==> src/bbcc_pkg.sv <==
// Shared constants and types for the bus buffer connect control block.
// Assumes a single 100 MHz clock; all pins except the resets rstn_i and card_attach_i are sampled into that domain.
package bbcc_pkg;

    // ==========================================================
    // Timing
    localparam int CLK_PERIOD_NS = 10;
    localparam int FILT_MIN_NS = 50;
    // Samples a level must persist; two extra cover sampling phase
    localparam int FILT_CYC = (FILT_MIN_NS / CLK_PERIOD_NS) + 2;
    localparam int FILT_CW = 3;

    // ==========================================================
    // Slave address (value arbitrary)
    localparam logic [6:0] DEV_ADDR_DEF = 7'h2a;

    // ==========================================================
    // First register: three control bits in [7:5]
    localparam int R1_CARD_ATTACH_INPUT_BIT = 2;
    localparam int R1_ACC_BP_BIT = 1;
    localparam int R1_ACC_CD_BIT = 0;
    localparam logic [2:0] R1_RST = 3'h0;
    localparam logic [2:0] R1_PAD = 3'h0;
    // Second register: six control bits in [7:2]
    localparam int R2_PP_LSB = 4;
    localparam int R2_IN_LSB = 2;
    localparam int R2_LVL_LSB = 0;
    localparam logic [5:0] R2_RST = 6'h03;
    localparam logic [1:0] R2_PAD = 2'h3;
    // Write byte index that is acknowledged but dropped
    localparam logic [1:0] WR_DISCARD_IDX = 2'h2;

    // ==========================================================
    // Types
    typedef struct packed {
        logic bp_sda;
        logic bp_scl;
        logic cd_sda;
        logic cd_scl;
    } bbcc_lines_t;

    typedef enum logic [2:0] {
        ST_IDLE = 3'h0,
        ST_ADDR = 3'h1,
        ST_AACK = 3'h2,
        ST_WR = 3'h3,
        ST_WACK = 3'h4,
        ST_RD = 3'h5,
        ST_RACK = 3'h6
    } bbcc_state_t;

    typedef struct packed {
        logic connect;
        logic acc_bp;
        logic acc_cd;
        logic [1:0] gpio_out;
        logic [1:0] gpio_oe;
    } bbcc_ctl_t;

endpackage

==> src/bbcc_connect_ctl.sv <==
// Two-wire slave and control registers of an addressable bus buffer.
// Assumes analog switches, accelerators and GPIO drivers outside follow
// the registered control outputs; pins are asynchronous to clk_i.
// Summary of operation
// Card attach low resets all control registers at once, with no clock.
// Reset state: sides disconnected, accelerators off, GPIOs open-drain released.
// After card attach returns high registers stay default until written and are accessible.
// Backplane and card accelerators are enabled independently in any combination.
// Pulses on the backplane data and clock of up to 50 ns never reach the slave.
// Undervoltage on either supply breaks the connection between the sides.
// The card bus stays isolated until a connect command has been written.
// Written bytes commit only at a stop; a start before the stop drops them.
// While disconnected only backplane lines are heard by the slave.
// First register reads three control bits, two GPIO states and 000.
// Word writes store bytes one and two and acknowledge but drop the third.
// Filtering uses a synchroniser and a counter demanding a stable level.
`timescale 1ns/1ps
module bbcc_connect_ctl
    import bbcc_pkg::*;
#(
    parameter logic [6:0] DEV_ADDR = DEV_ADDR_DEF
) (
    input wire logic clk_i,
    input wire logic rstn_i,
    input wire logic card_attach_i,
    input wire logic bp_sda_i,
    input wire logic bp_scl_i,
    input wire logic card_sda_i,
    input wire logic card_scl_i,
    input wire logic uv_main_i,
    input wire logic uv_card_i,
    input wire logic [1:0] gpio_i,
    output logic bp_sda_o,
    output logic bp_sda_oe_o,
    output logic connect_o,
    output logic accel_bp_o,
    output logic accel_card_o,
    output logic [1:0] gpio_o,
    output logic [1:0] gpio_oe_o
);

    typedef struct packed {
        bbcc_state_t st;
        logic [2:0] bcnt;
        logic full;
        logic [1:0] nbyte;
        logic [7:0] sh;
        logic rw;
        logic [7:0] pend1;
        logic [7:0] pend2;
        logic pv1;
        logic pv2;
        logic [2:0] r1;
        logic [5:0] r2;
        logic sda_p;
        logic scl_p;
        logic oe;
        logic drv;
        logic [1:0] uv_s1;
        logic [1:0] uv_s2;
        logic [1:0] gp_s1;
        logic [1:0] gp_s2;
        bbcc_ctl_t ctl;
    } bbcc_core_st_t;

    bbcc_core_st_t q;
    bbcc_core_st_t d;
    bbcc_lines_t raw;
    bbcc_lines_t filt;
    logic core_rstn;
    logic sda;
    logic scl;
    logic start_evt;
    logic stop_evt;
    logic scl_rise;
    logic scl_fall;
    logic [7:0] rdb;

    // ==========================================================
    // Reset: card attach low clears registers asynchronously
    assign core_rstn = rstn_i & card_attach_i;

    // Line filtering
    assign raw = '{bp_sda: bp_sda_i, bp_scl: bp_scl_i, cd_sda: card_sda_i, cd_scl: card_scl_i};

    bbcc_glitch_filter u_filt (
        .clk_i(clk_i),
        .rstn_i(rstn_i),
        .raw_i(raw),
        .filt_o(filt)
    );

    // ==========================================================
    // Helpers
    function automatic logic [1:0] sat_inc(input logic [1:0] v);
        sat_inc = (v == 2'h3) ? v : v + 2'h1;
    endfunction

    function automatic logic [7:0] rd_byte(input logic [1:0] idx, input logic [2:0] r1,
                                           input logic [5:0] r2, input logic [1:0] gp);
        rd_byte = (idx == 2'h0) ? {r1, gp, R1_PAD} : {r2, R2_PAD};
    endfunction

    // Card lines heard only while connected
    assign sda = filt.bp_sda & (q.ctl.connect ? filt.cd_sda : 1'b1);
    assign scl = filt.bp_scl & (q.ctl.connect ? filt.cd_scl : 1'b1);

    // Bus conditions
    assign start_evt = scl && q.scl_p && q.sda_p && !sda;
    assign stop_evt = scl && q.scl_p && !q.sda_p && sda;
    assign scl_rise = scl && !q.scl_p;
    assign scl_fall = !scl && q.scl_p;
    assign rdb = rd_byte(q.nbyte, q.r1, q.r2, q.gp_s2);

    // ==========================================================
    // Slave sequencing and register update
    always_comb begin
        d = q;
        d.sda_p = sda;
        d.scl_p = scl;
        d.uv_s1 = {uv_card_i, uv_main_i};
        d.uv_s2 = q.uv_s1;
        d.gp_s1 = gpio_i;
        d.gp_s2 = q.gp_s1;
        d.drv = 1'b0;
        if (start_evt) begin
            d.st = ST_ADDR;
            d.bcnt = 3'h0;
            d.full = 1'b0;
            d.nbyte = 2'h0;
            d.oe = 1'b0;
            d.pv1 = 1'b0;
            d.pv2 = 1'b0;
        end else if (stop_evt) begin
            d.st = ST_IDLE;
            d.oe = 1'b0;
            d.pv1 = 1'b0;
            d.pv2 = 1'b0;
            if (q.pv1) begin
                d.r1 = q.pend1[7:5];
            end
            if (q.pv2) begin
                d.r2 = q.pend2[7:2];
            end
        end else if (scl_rise) begin
            unique case (q.st)
                ST_ADDR, ST_WR: begin
                    d.sh = {q.sh[6:0], sda};
                    d.bcnt = q.bcnt + 3'h1;
                    d.full = (q.bcnt == 3'h7);
                end
                ST_RD: begin
                    d.bcnt = q.bcnt + 3'h1;
                    d.full = (q.bcnt == 3'h7);
                end
                ST_RACK: begin
                    if (sda) begin
                        d.st = ST_IDLE;
                    end else begin
                        d.st = ST_RD;
                        d.sh = rdb;
                        d.nbyte = sat_inc(q.nbyte);
                        d.bcnt = 3'h0;
                        d.full = 1'b0;
                    end
                end
                ST_IDLE, ST_AACK, ST_WACK: begin
                end
                default: d.st = ST_IDLE;
            endcase
        end else if (scl_fall) begin
            unique case (q.st)
                ST_ADDR: begin
                    if (q.full) begin
                        d.full = 1'b0;
                        if (q.sh[7:1] == DEV_ADDR) begin
                            d.oe = 1'b1;
                            d.st = ST_AACK;
                            d.rw = q.sh[0];
                        end else begin
                            d.st = ST_IDLE;
                        end
                    end
                end
                ST_AACK: begin
                    d.bcnt = 3'h0;
                    if (q.rw) begin
                        d.st = ST_RD;
                        d.sh = rdb;
                        d.nbyte = sat_inc(q.nbyte);
                        d.oe = ~rdb[7];
                    end else begin
                        d.st = ST_WR;
                        d.oe = 1'b0;
                    end
                end
                ST_WR: begin
                    if (q.full) begin
                        d.full = 1'b0;
                        d.oe = 1'b1;
                        d.st = ST_WACK;
                        d.nbyte = sat_inc(q.nbyte);
                        if (q.nbyte == 2'h0) begin
                            d.pend1 = q.sh;
                            d.pv1 = 1'b1;
                        end else if (q.nbyte == 2'h1) begin
                            d.pend2 = q.sh;
                            d.pv2 = 1'b1;
                        end
                    end
                end
                ST_WACK: begin
                    d.oe = 1'b0;
                    d.st = ST_WR;
                end
                ST_RD: begin
                    if (q.full) begin
                        d.full = 1'b0;
                        d.oe = 1'b0;
                        d.st = ST_RACK;
                    end else begin
                        d.oe = ~q.sh[3'h7 - q.bcnt];
                    end
                end
                ST_IDLE, ST_RACK: begin
                end
                default: d.st = ST_IDLE;
            endcase
        end
        // Registered controls; undervoltage forces the switch open
        d.ctl.connect = q.r1[R1_CARD_ATTACH_INPUT_BIT] & ~|q.uv_s2;
        d.ctl.acc_bp = q.r1[R1_ACC_BP_BIT];
        d.ctl.acc_cd = q.r1[R1_ACC_CD_BIT];
        for (int i = 0; i < 2; i++) begin
            d.ctl.gpio_oe[i] = !q.r2[R2_IN_LSB + i] &&
                               (q.r2[R2_PP_LSB + i] || !q.r2[R2_LVL_LSB + i]);
            d.ctl.gpio_out[i] = q.r2[R2_PP_LSB + i] & q.r2[R2_LVL_LSB + i];
        end
    end

    // State register, default values under reset
    always_ff @(posedge clk_i or negedge core_rstn) begin
        if (!core_rstn) begin
            q <= '0;
            q.r1 <= R1_RST;
            q.r2 <= R2_RST;
            q.sda_p <= 1'b1;
            q.scl_p <= 1'b1;
        end else begin
            q <= d;
        end
    end

    // Outputs straight from state
    assign bp_sda_o = q.drv;
    assign bp_sda_oe_o = q.oe;
    assign connect_o = q.ctl.connect;
    assign accel_bp_o = q.ctl.acc_bp;
    assign accel_card_o = q.ctl.acc_cd;
    assign gpio_o = q.ctl.gpio_out;
    assign gpio_oe_o = q.ctl.gpio_oe;

    // ==========================================================
    // Checks
    property p_uv_break;
        @(posedge clk_i) disable iff (!core_rstn)
        (|q.uv_s2) |=> !connect_o;
    endproperty
    a_uv_break: assert property (p_uv_break) else $error("connected during undervoltage");

    property p_iso;
        @(posedge clk_i) disable iff (!core_rstn)
        !q.r1[R1_CARD_ATTACH_INPUT_BIT] |=> !connect_o;
    endproperty
    a_iso: assert property (p_iso) else $error("connected without command");

    property p_commit;
        @(posedge clk_i) disable iff (!core_rstn)
        (q.r1 != $past(q.r1)) |-> $past(stop_evt && q.pv1);
    endproperty
    a_commit: assert property (p_commit) else $error("register changed without stop");

    property p_drop;
        @(posedge clk_i) disable iff (!core_rstn)
        start_evt ##1 (!stop_evt [*2]) |-> (q.r1 == $past(q.r1, 2)) && !q.pv1;
    endproperty
    a_drop: assert property (p_drop) else $error("pending bytes kept over start");

    property p_rd1;
        @(posedge clk_i) disable iff (!core_rstn)
        (q.st == ST_RD && q.nbyte == 2'h1) |-> q.sh[2:0] == R1_PAD;
    endproperty
    a_rd1: assert property (p_rd1) else $error("first register low bits not zero");

    property p_third;
        @(posedge clk_i) disable iff (!core_rstn)
        (scl_fall && q.st == ST_WR && q.full && q.nbyte == WR_DISCARD_IDX && !stop_evt
         && !start_evt) |=> $stable(q.pend1) && $stable(q.pend2) && q.oe;
    endproperty
    a_third: assert property (p_third) else $error("third byte not dropped or not acked");

    property p_side;
        @(posedge clk_i) disable iff (!core_rstn)
        !q.ctl.connect |-> (sda == filt.bp_sda) && (scl == filt.bp_scl);
    endproperty
    a_side: assert property (p_side) else $error("card lines heard while isolated");

    property p_accel;
        @(posedge clk_i) disable iff (!core_rstn)
        ##1 {accel_bp_o, accel_card_o} ==
            $past({q.r1[R1_ACC_BP_BIT], q.r1[R1_ACC_CD_BIT]});
    endproperty
    a_accel: assert property (p_accel) else $error("accelerator enable mismatch");

endmodule

==> src/bbcc_glitch_filter.sv <==
// Two-stage synchroniser and persistence filter for the four bus lines.
// Assumes idle-high open-drain lines sampled by the 100 MHz clock.
`timescale 1ns/1ps
module bbcc_glitch_filter
    import bbcc_pkg::*;
(
    input wire logic clk_i,
    input wire logic rstn_i,
    input wire bbcc_lines_t raw_i,
    output bbcc_lines_t filt_o
);

    typedef struct packed {
        logic [3:0] s1;
        logic [3:0] s2;
        logic [3:0] out;
        logic [3:0][FILT_CW-1:0] cnt;
    } bbcc_filt_st_t;

    bbcc_filt_st_t q;
    bbcc_filt_st_t d;
    logic [3:0] full;

    // ==========================================================
    // Filter next state
    always_comb begin
        d = q;
        d.s1 = raw_i;
        d.s2 = q.s1;
        for (int i = 0; i < 4; i++) begin
            full[i] = (q.cnt[i] == FILT_CW'(FILT_CYC - 1));
            if (q.s2[i] == q.out[i]) begin
                d.cnt[i] = '0;
            end else if (full[i]) begin
                d.out[i] = q.s2[i];
                d.cnt[i] = '0;
            end else begin
                d.cnt[i] = q.cnt[i] + 3'h1;
            end
        end
    end

    // Register state; lines idle high
    always_ff @(posedge clk_i or negedge rstn_i) begin
        if (!rstn_i) begin
            q <= '{s1: 4'hf, s2: 4'hf, out: 4'hf, cnt: '0};
        end else begin
            q <= d;
        end
    end

    assign filt_o = q.out;

    // ==========================================================
    // Checks
    property p_filt_hold;
        @(posedge clk_i) disable iff (!rstn_i)
        ((q.out ^ $past(q.out)) & ~$past(full)) == 4'h0;
    endproperty
    a_filt_hold: assert property (p_filt_hold) else $error("filter passed short pulse");

    property p_filt_pass;
        @(posedge clk_i) disable iff (!rstn_i)
        (full[0] && q.s2[0] != q.out[0]) |=> (q.out[0] == $past(q.s2[0]));
    endproperty
    a_filt_pass: assert property (p_filt_pass) else $error("filter lost stable level");

endmodule

==> config.mk <==
export PLATFORM = sky130hd
export DESIGN_NAME = bbcc_connect_ctl
export DESIGN_NICKNAME = d
export VERILOG_FILES = /design/src/bbcc_pkg.sv /design/src/bbcc_connect_ctl.sv /design/src/bbcc_glitch_filter.sv
export SDC_FILE = /design/constraint.sdc
export NUM_CORES = 1
export LEC_CHECK = 0
export ABC_AREA = 1
export BUFFER_PORTS_ARGS = -buffer_cell sky130_fd_sc_hd__buf_2
export CORE_AREA = 2 2 85 87
export DETAILED_ROUTE_END_ITERATION = 8
export DIE_AREA = 0 0 87 89
export GPL_TIMING_DRIVEN = 0
export PLACE_DENSITY_LB_ADDON = 0.12
export SLEW_MARGIN = 15
export SYNTH_ARGS = -nofsm -noshare
export SYNTH_HDL_FRONTEND = slang
export SYNTH_SLANG_ARGS = --single-unit
==> constraint.sdc <==
create_clock -name clk_i -period 3.15 [get_ports clk_i]
set_input_delay 0.7875 -clock clk_i [delete_from_list [all_inputs] [get_ports clk_i]]
set_output_delay 0.7875 -clock clk_i [all_outputs]
set_load 0.01 [all_outputs]
==> flow_summary.yaml <==
synth:
  synth_cells: 475
  synthMuxAreaShare: 0.00755
  ys.warnings.count: 0
  syn_area_per_cell_um2: 8.38
  yosys.area_share.simple: 0.315
  synth_xor_area_frac: 0.00881
  synth_compound_area_frac: 0.0726
  synth_seq_cells: 80
  synth_top_family_by_area: "simple AND/OR/NAND/NOR gates"
  synth_nets: 491
  synth_adder_area_share: 0.0157
  netlist_area_um2: 3980
  seq_area_frac_synth: 0.508
  yosysUniqueCellTypes: 35
setup_path:
  slowest_delay_ns: 0.56
  critPathLaunchType: "register"
  end_kind: "register"
  cp.required_ns: 3.40
  crit_fanout: 10
  cp.arrival_ns: 2.49
  critical_path_class: "register to register"
  crit_chain: "inv_1 -> a21oi_1 -> ha_1 -> buf_2 -> nor2_1 -> inv_1 -> a21oi_1 -> nor2_2 -> nand2_1 -> nand2_1 -> nand2_1"
  cp_common_cell: "nand2_1"
  worst_path_max_delay_cell: "dfstp_2"
cts:
  ctsResizeCount: 0
  insertion_delay_ns: 0.35
  ctsHoldBuffers: 0
  tritoncts: "yes"
  root_buffer: "clkbuf_8"
  clock_sinks: 80
  clkTransAtPathRegs_ns: 0.08
  clk_path_buf_depth: 2
  cts_inserted_buffers: 9
  cts_max_level: 3
  postCtsSetupBuffers: 0
detailed_routing:
  wl_um: 7700
  antenna_left: 0
  drt_iter0_drc: 210
  avgRoutedWirePerCell_um: 13.0
  viasPerCell: 5.23
  vias: 3084
  dr.pass1.iters: 5
  drc: 0
die:
  dieWidth_um: 87
  io_pins: 20
  core-area_um2: 6720
  start_util: 0.592
  rows: 30
  die_h_um: 89
  die_area_um2: 7740
final_layout:
  register_area_um2: 2020
  multiInputGateArea_um2: 1680
  design_area_um2: 4400
  syn2layout_area_growth_pct: 10.7
  fin_util: 0.655
  final_nets: 521
  fill_cells: 577
  drive_gt1_frac: 0.212
  antenna_cells: 0
grt:
  grt_max_degree: 31
  grt_pass1_vias: 2838
  antenna_found_initial: 0
  grt.total_usage: 0.220
  grt_pass1_wl_um: 13100
  grt_overflow: 0
place:
  port_buffers: 18
  hpwl_um: 5690
  dpl-instance-area_um2: 4190
  place_ws_ns: 0.950
  place.gp.congestion: 0.928
power_and_ir_drop:
  p_leak_uw: 0.00228
  powerDensity_nw_per_um2: 678
  peakVddDrop_uv: 404
timing:
  whs_ns: 0.354
  fmax_mhz: 447
  period_needed_ns: 2.24
  fin_skew_ns: 0.00495
  fin_crit_sh: 0.710
  drv_slew: 0
  layout_setup_ws_ns: 0.912
  hold_viol_final: 0
  tightestPinTransition_ns: 0.576
  setup_viol: 0
  rsz0062_at_grt: "false"
  slew_headroom: 0.616
run:
  drv_cap: 0
hold_path:
  hold_class: "register to register"
outcome:
  status: "finished clean"
==> area by class of cell <==
cell class / instances / area share
plain buffers: 9 / 0.0165
clock buffers: 11 / 0.0344
clock inverters: 5 / 0.0145
inverters: 54 / 0.0474
multi-input cells: 332 / 0.380
flip-flops and latches: 80 / 0.459
well taps: 80 / 0.0227
repair buffers: 19 / 0.0250
==> cells by family (layout without fill, tap and decap cells) <==
family,after synthesis,count (layout)
xor gates and xnor gates,4,4
buffers and inverters,63,98
and+or+nand+nor,270,270
adders and majority gates,5,5
DFF,80,80
muxes,3,3
other,1,1
AOI/OAI and AO/OA,49,49
==> worst paths after layout <==
check                                       from     endpoint  slack [ns]  cells after the start
worst max-delay path            u_filt.filt_o[2]        q[55]        0.91                     11
worst min-delay path                       d[12]        q[12]        0.35                      0
worst max register to register  u_filt.filt_o[2]        q[55]        0.91                     11
worst min register to register             d[12]        q[12]        0.35                      0
max in group asynchronous                 rstn_i        q[19]        1.55                      4
min in group asynchronous                 rstn_i  u_filt.q[0]        0.40                      1
==> synth_stat cells, drive strengths merged <==
cell | number | area, um2
a21oi | 21 | 116
and2 | 1 | 6.26
buf | 9 | 72.6
clkinv | 1 | 5.00
conb | 1 | 3.75
dfrtp | 64 | 1600
dfstp | 16 | 420
ha | 5 | 62.6
inv | 53 | 204
mux2i | 3 | 30.0
nand2 | 163 | 698
nand3 | 43 | 255
nand3b | 3 | 22.5
nor2 | 57 | 246
nor3 | 3 | 26.3
o211a | 1 | 10.0
o21ai | 25 | 144
o21bai | 1 | 11.3
o31ai | 1 | 7.51
xnor2 | 4 | 35.0
==> per-layer routing <==
layer  global-route usage  routed length, um
met1                0.298               3680
met2                0.344               3600
met3               0.0536                290
met4               0.0852                125
met5                    0                  0
==> where the power goes <==
group	leakage [uW]	internal, uW	switching, uW	total, uW
logic	0.00115	309	587	895
clock network	0.000106	415	382	797
registers	0.00102	1180	113	1290
==> layout by cell type (no fill, tap or decap), types with 3 or more instances in the layout <==
cell type	instances
nand2_1	144
nand3_2	3
inv_2	8
clkbuf_8	11
nor2_1	52
o21ai_1	5
buf_2	19
nand3_1	38
mux2i_1	3
buf_4	7
dfstp_2	16
a21oi_1	20
nor2_4	4
dfrtp_1	64
inv_1	43
xnor2_1	4
ha_1	5
o21ai_2	5
o21ai_0	15
nand2_2	13
nand3b_1	3
nand2_4	5
==> stage by stage <==
step / power, uW / setup TNS (ns) / std cells
after detailed placement: 2200 / 0 / 574
final: 2990 / 0 / 590
after floorplan: 2000 / 0 / 475
after global placement: 2170 / -8.17 / 573
after global routing: 3190 / 0 / 590
after CTS: 3010 / 0 / 590
==> state kept, by name, summed over array words and instances, names as in the netlist, 2 cells and up <==
name / flops
u_filt.d: 4
q: 42
gpio_oe_o: 2
u_filt.filt_o: 4
gpio_o: 2
u_filt.q: 16
d: 6
==> worst max-delay path, delay by kind of cell, from the launching register on <==
family / cells / cell delay [ns]
fa+ha+maj: 1 / 0.34
simple gates: 5 / 0.42
compound gates: 2 / 0.33
flops: 1 / 0.56
buf+inv: 3 / 0.47
Note: power is estimated with default switching activity, not from simulation.
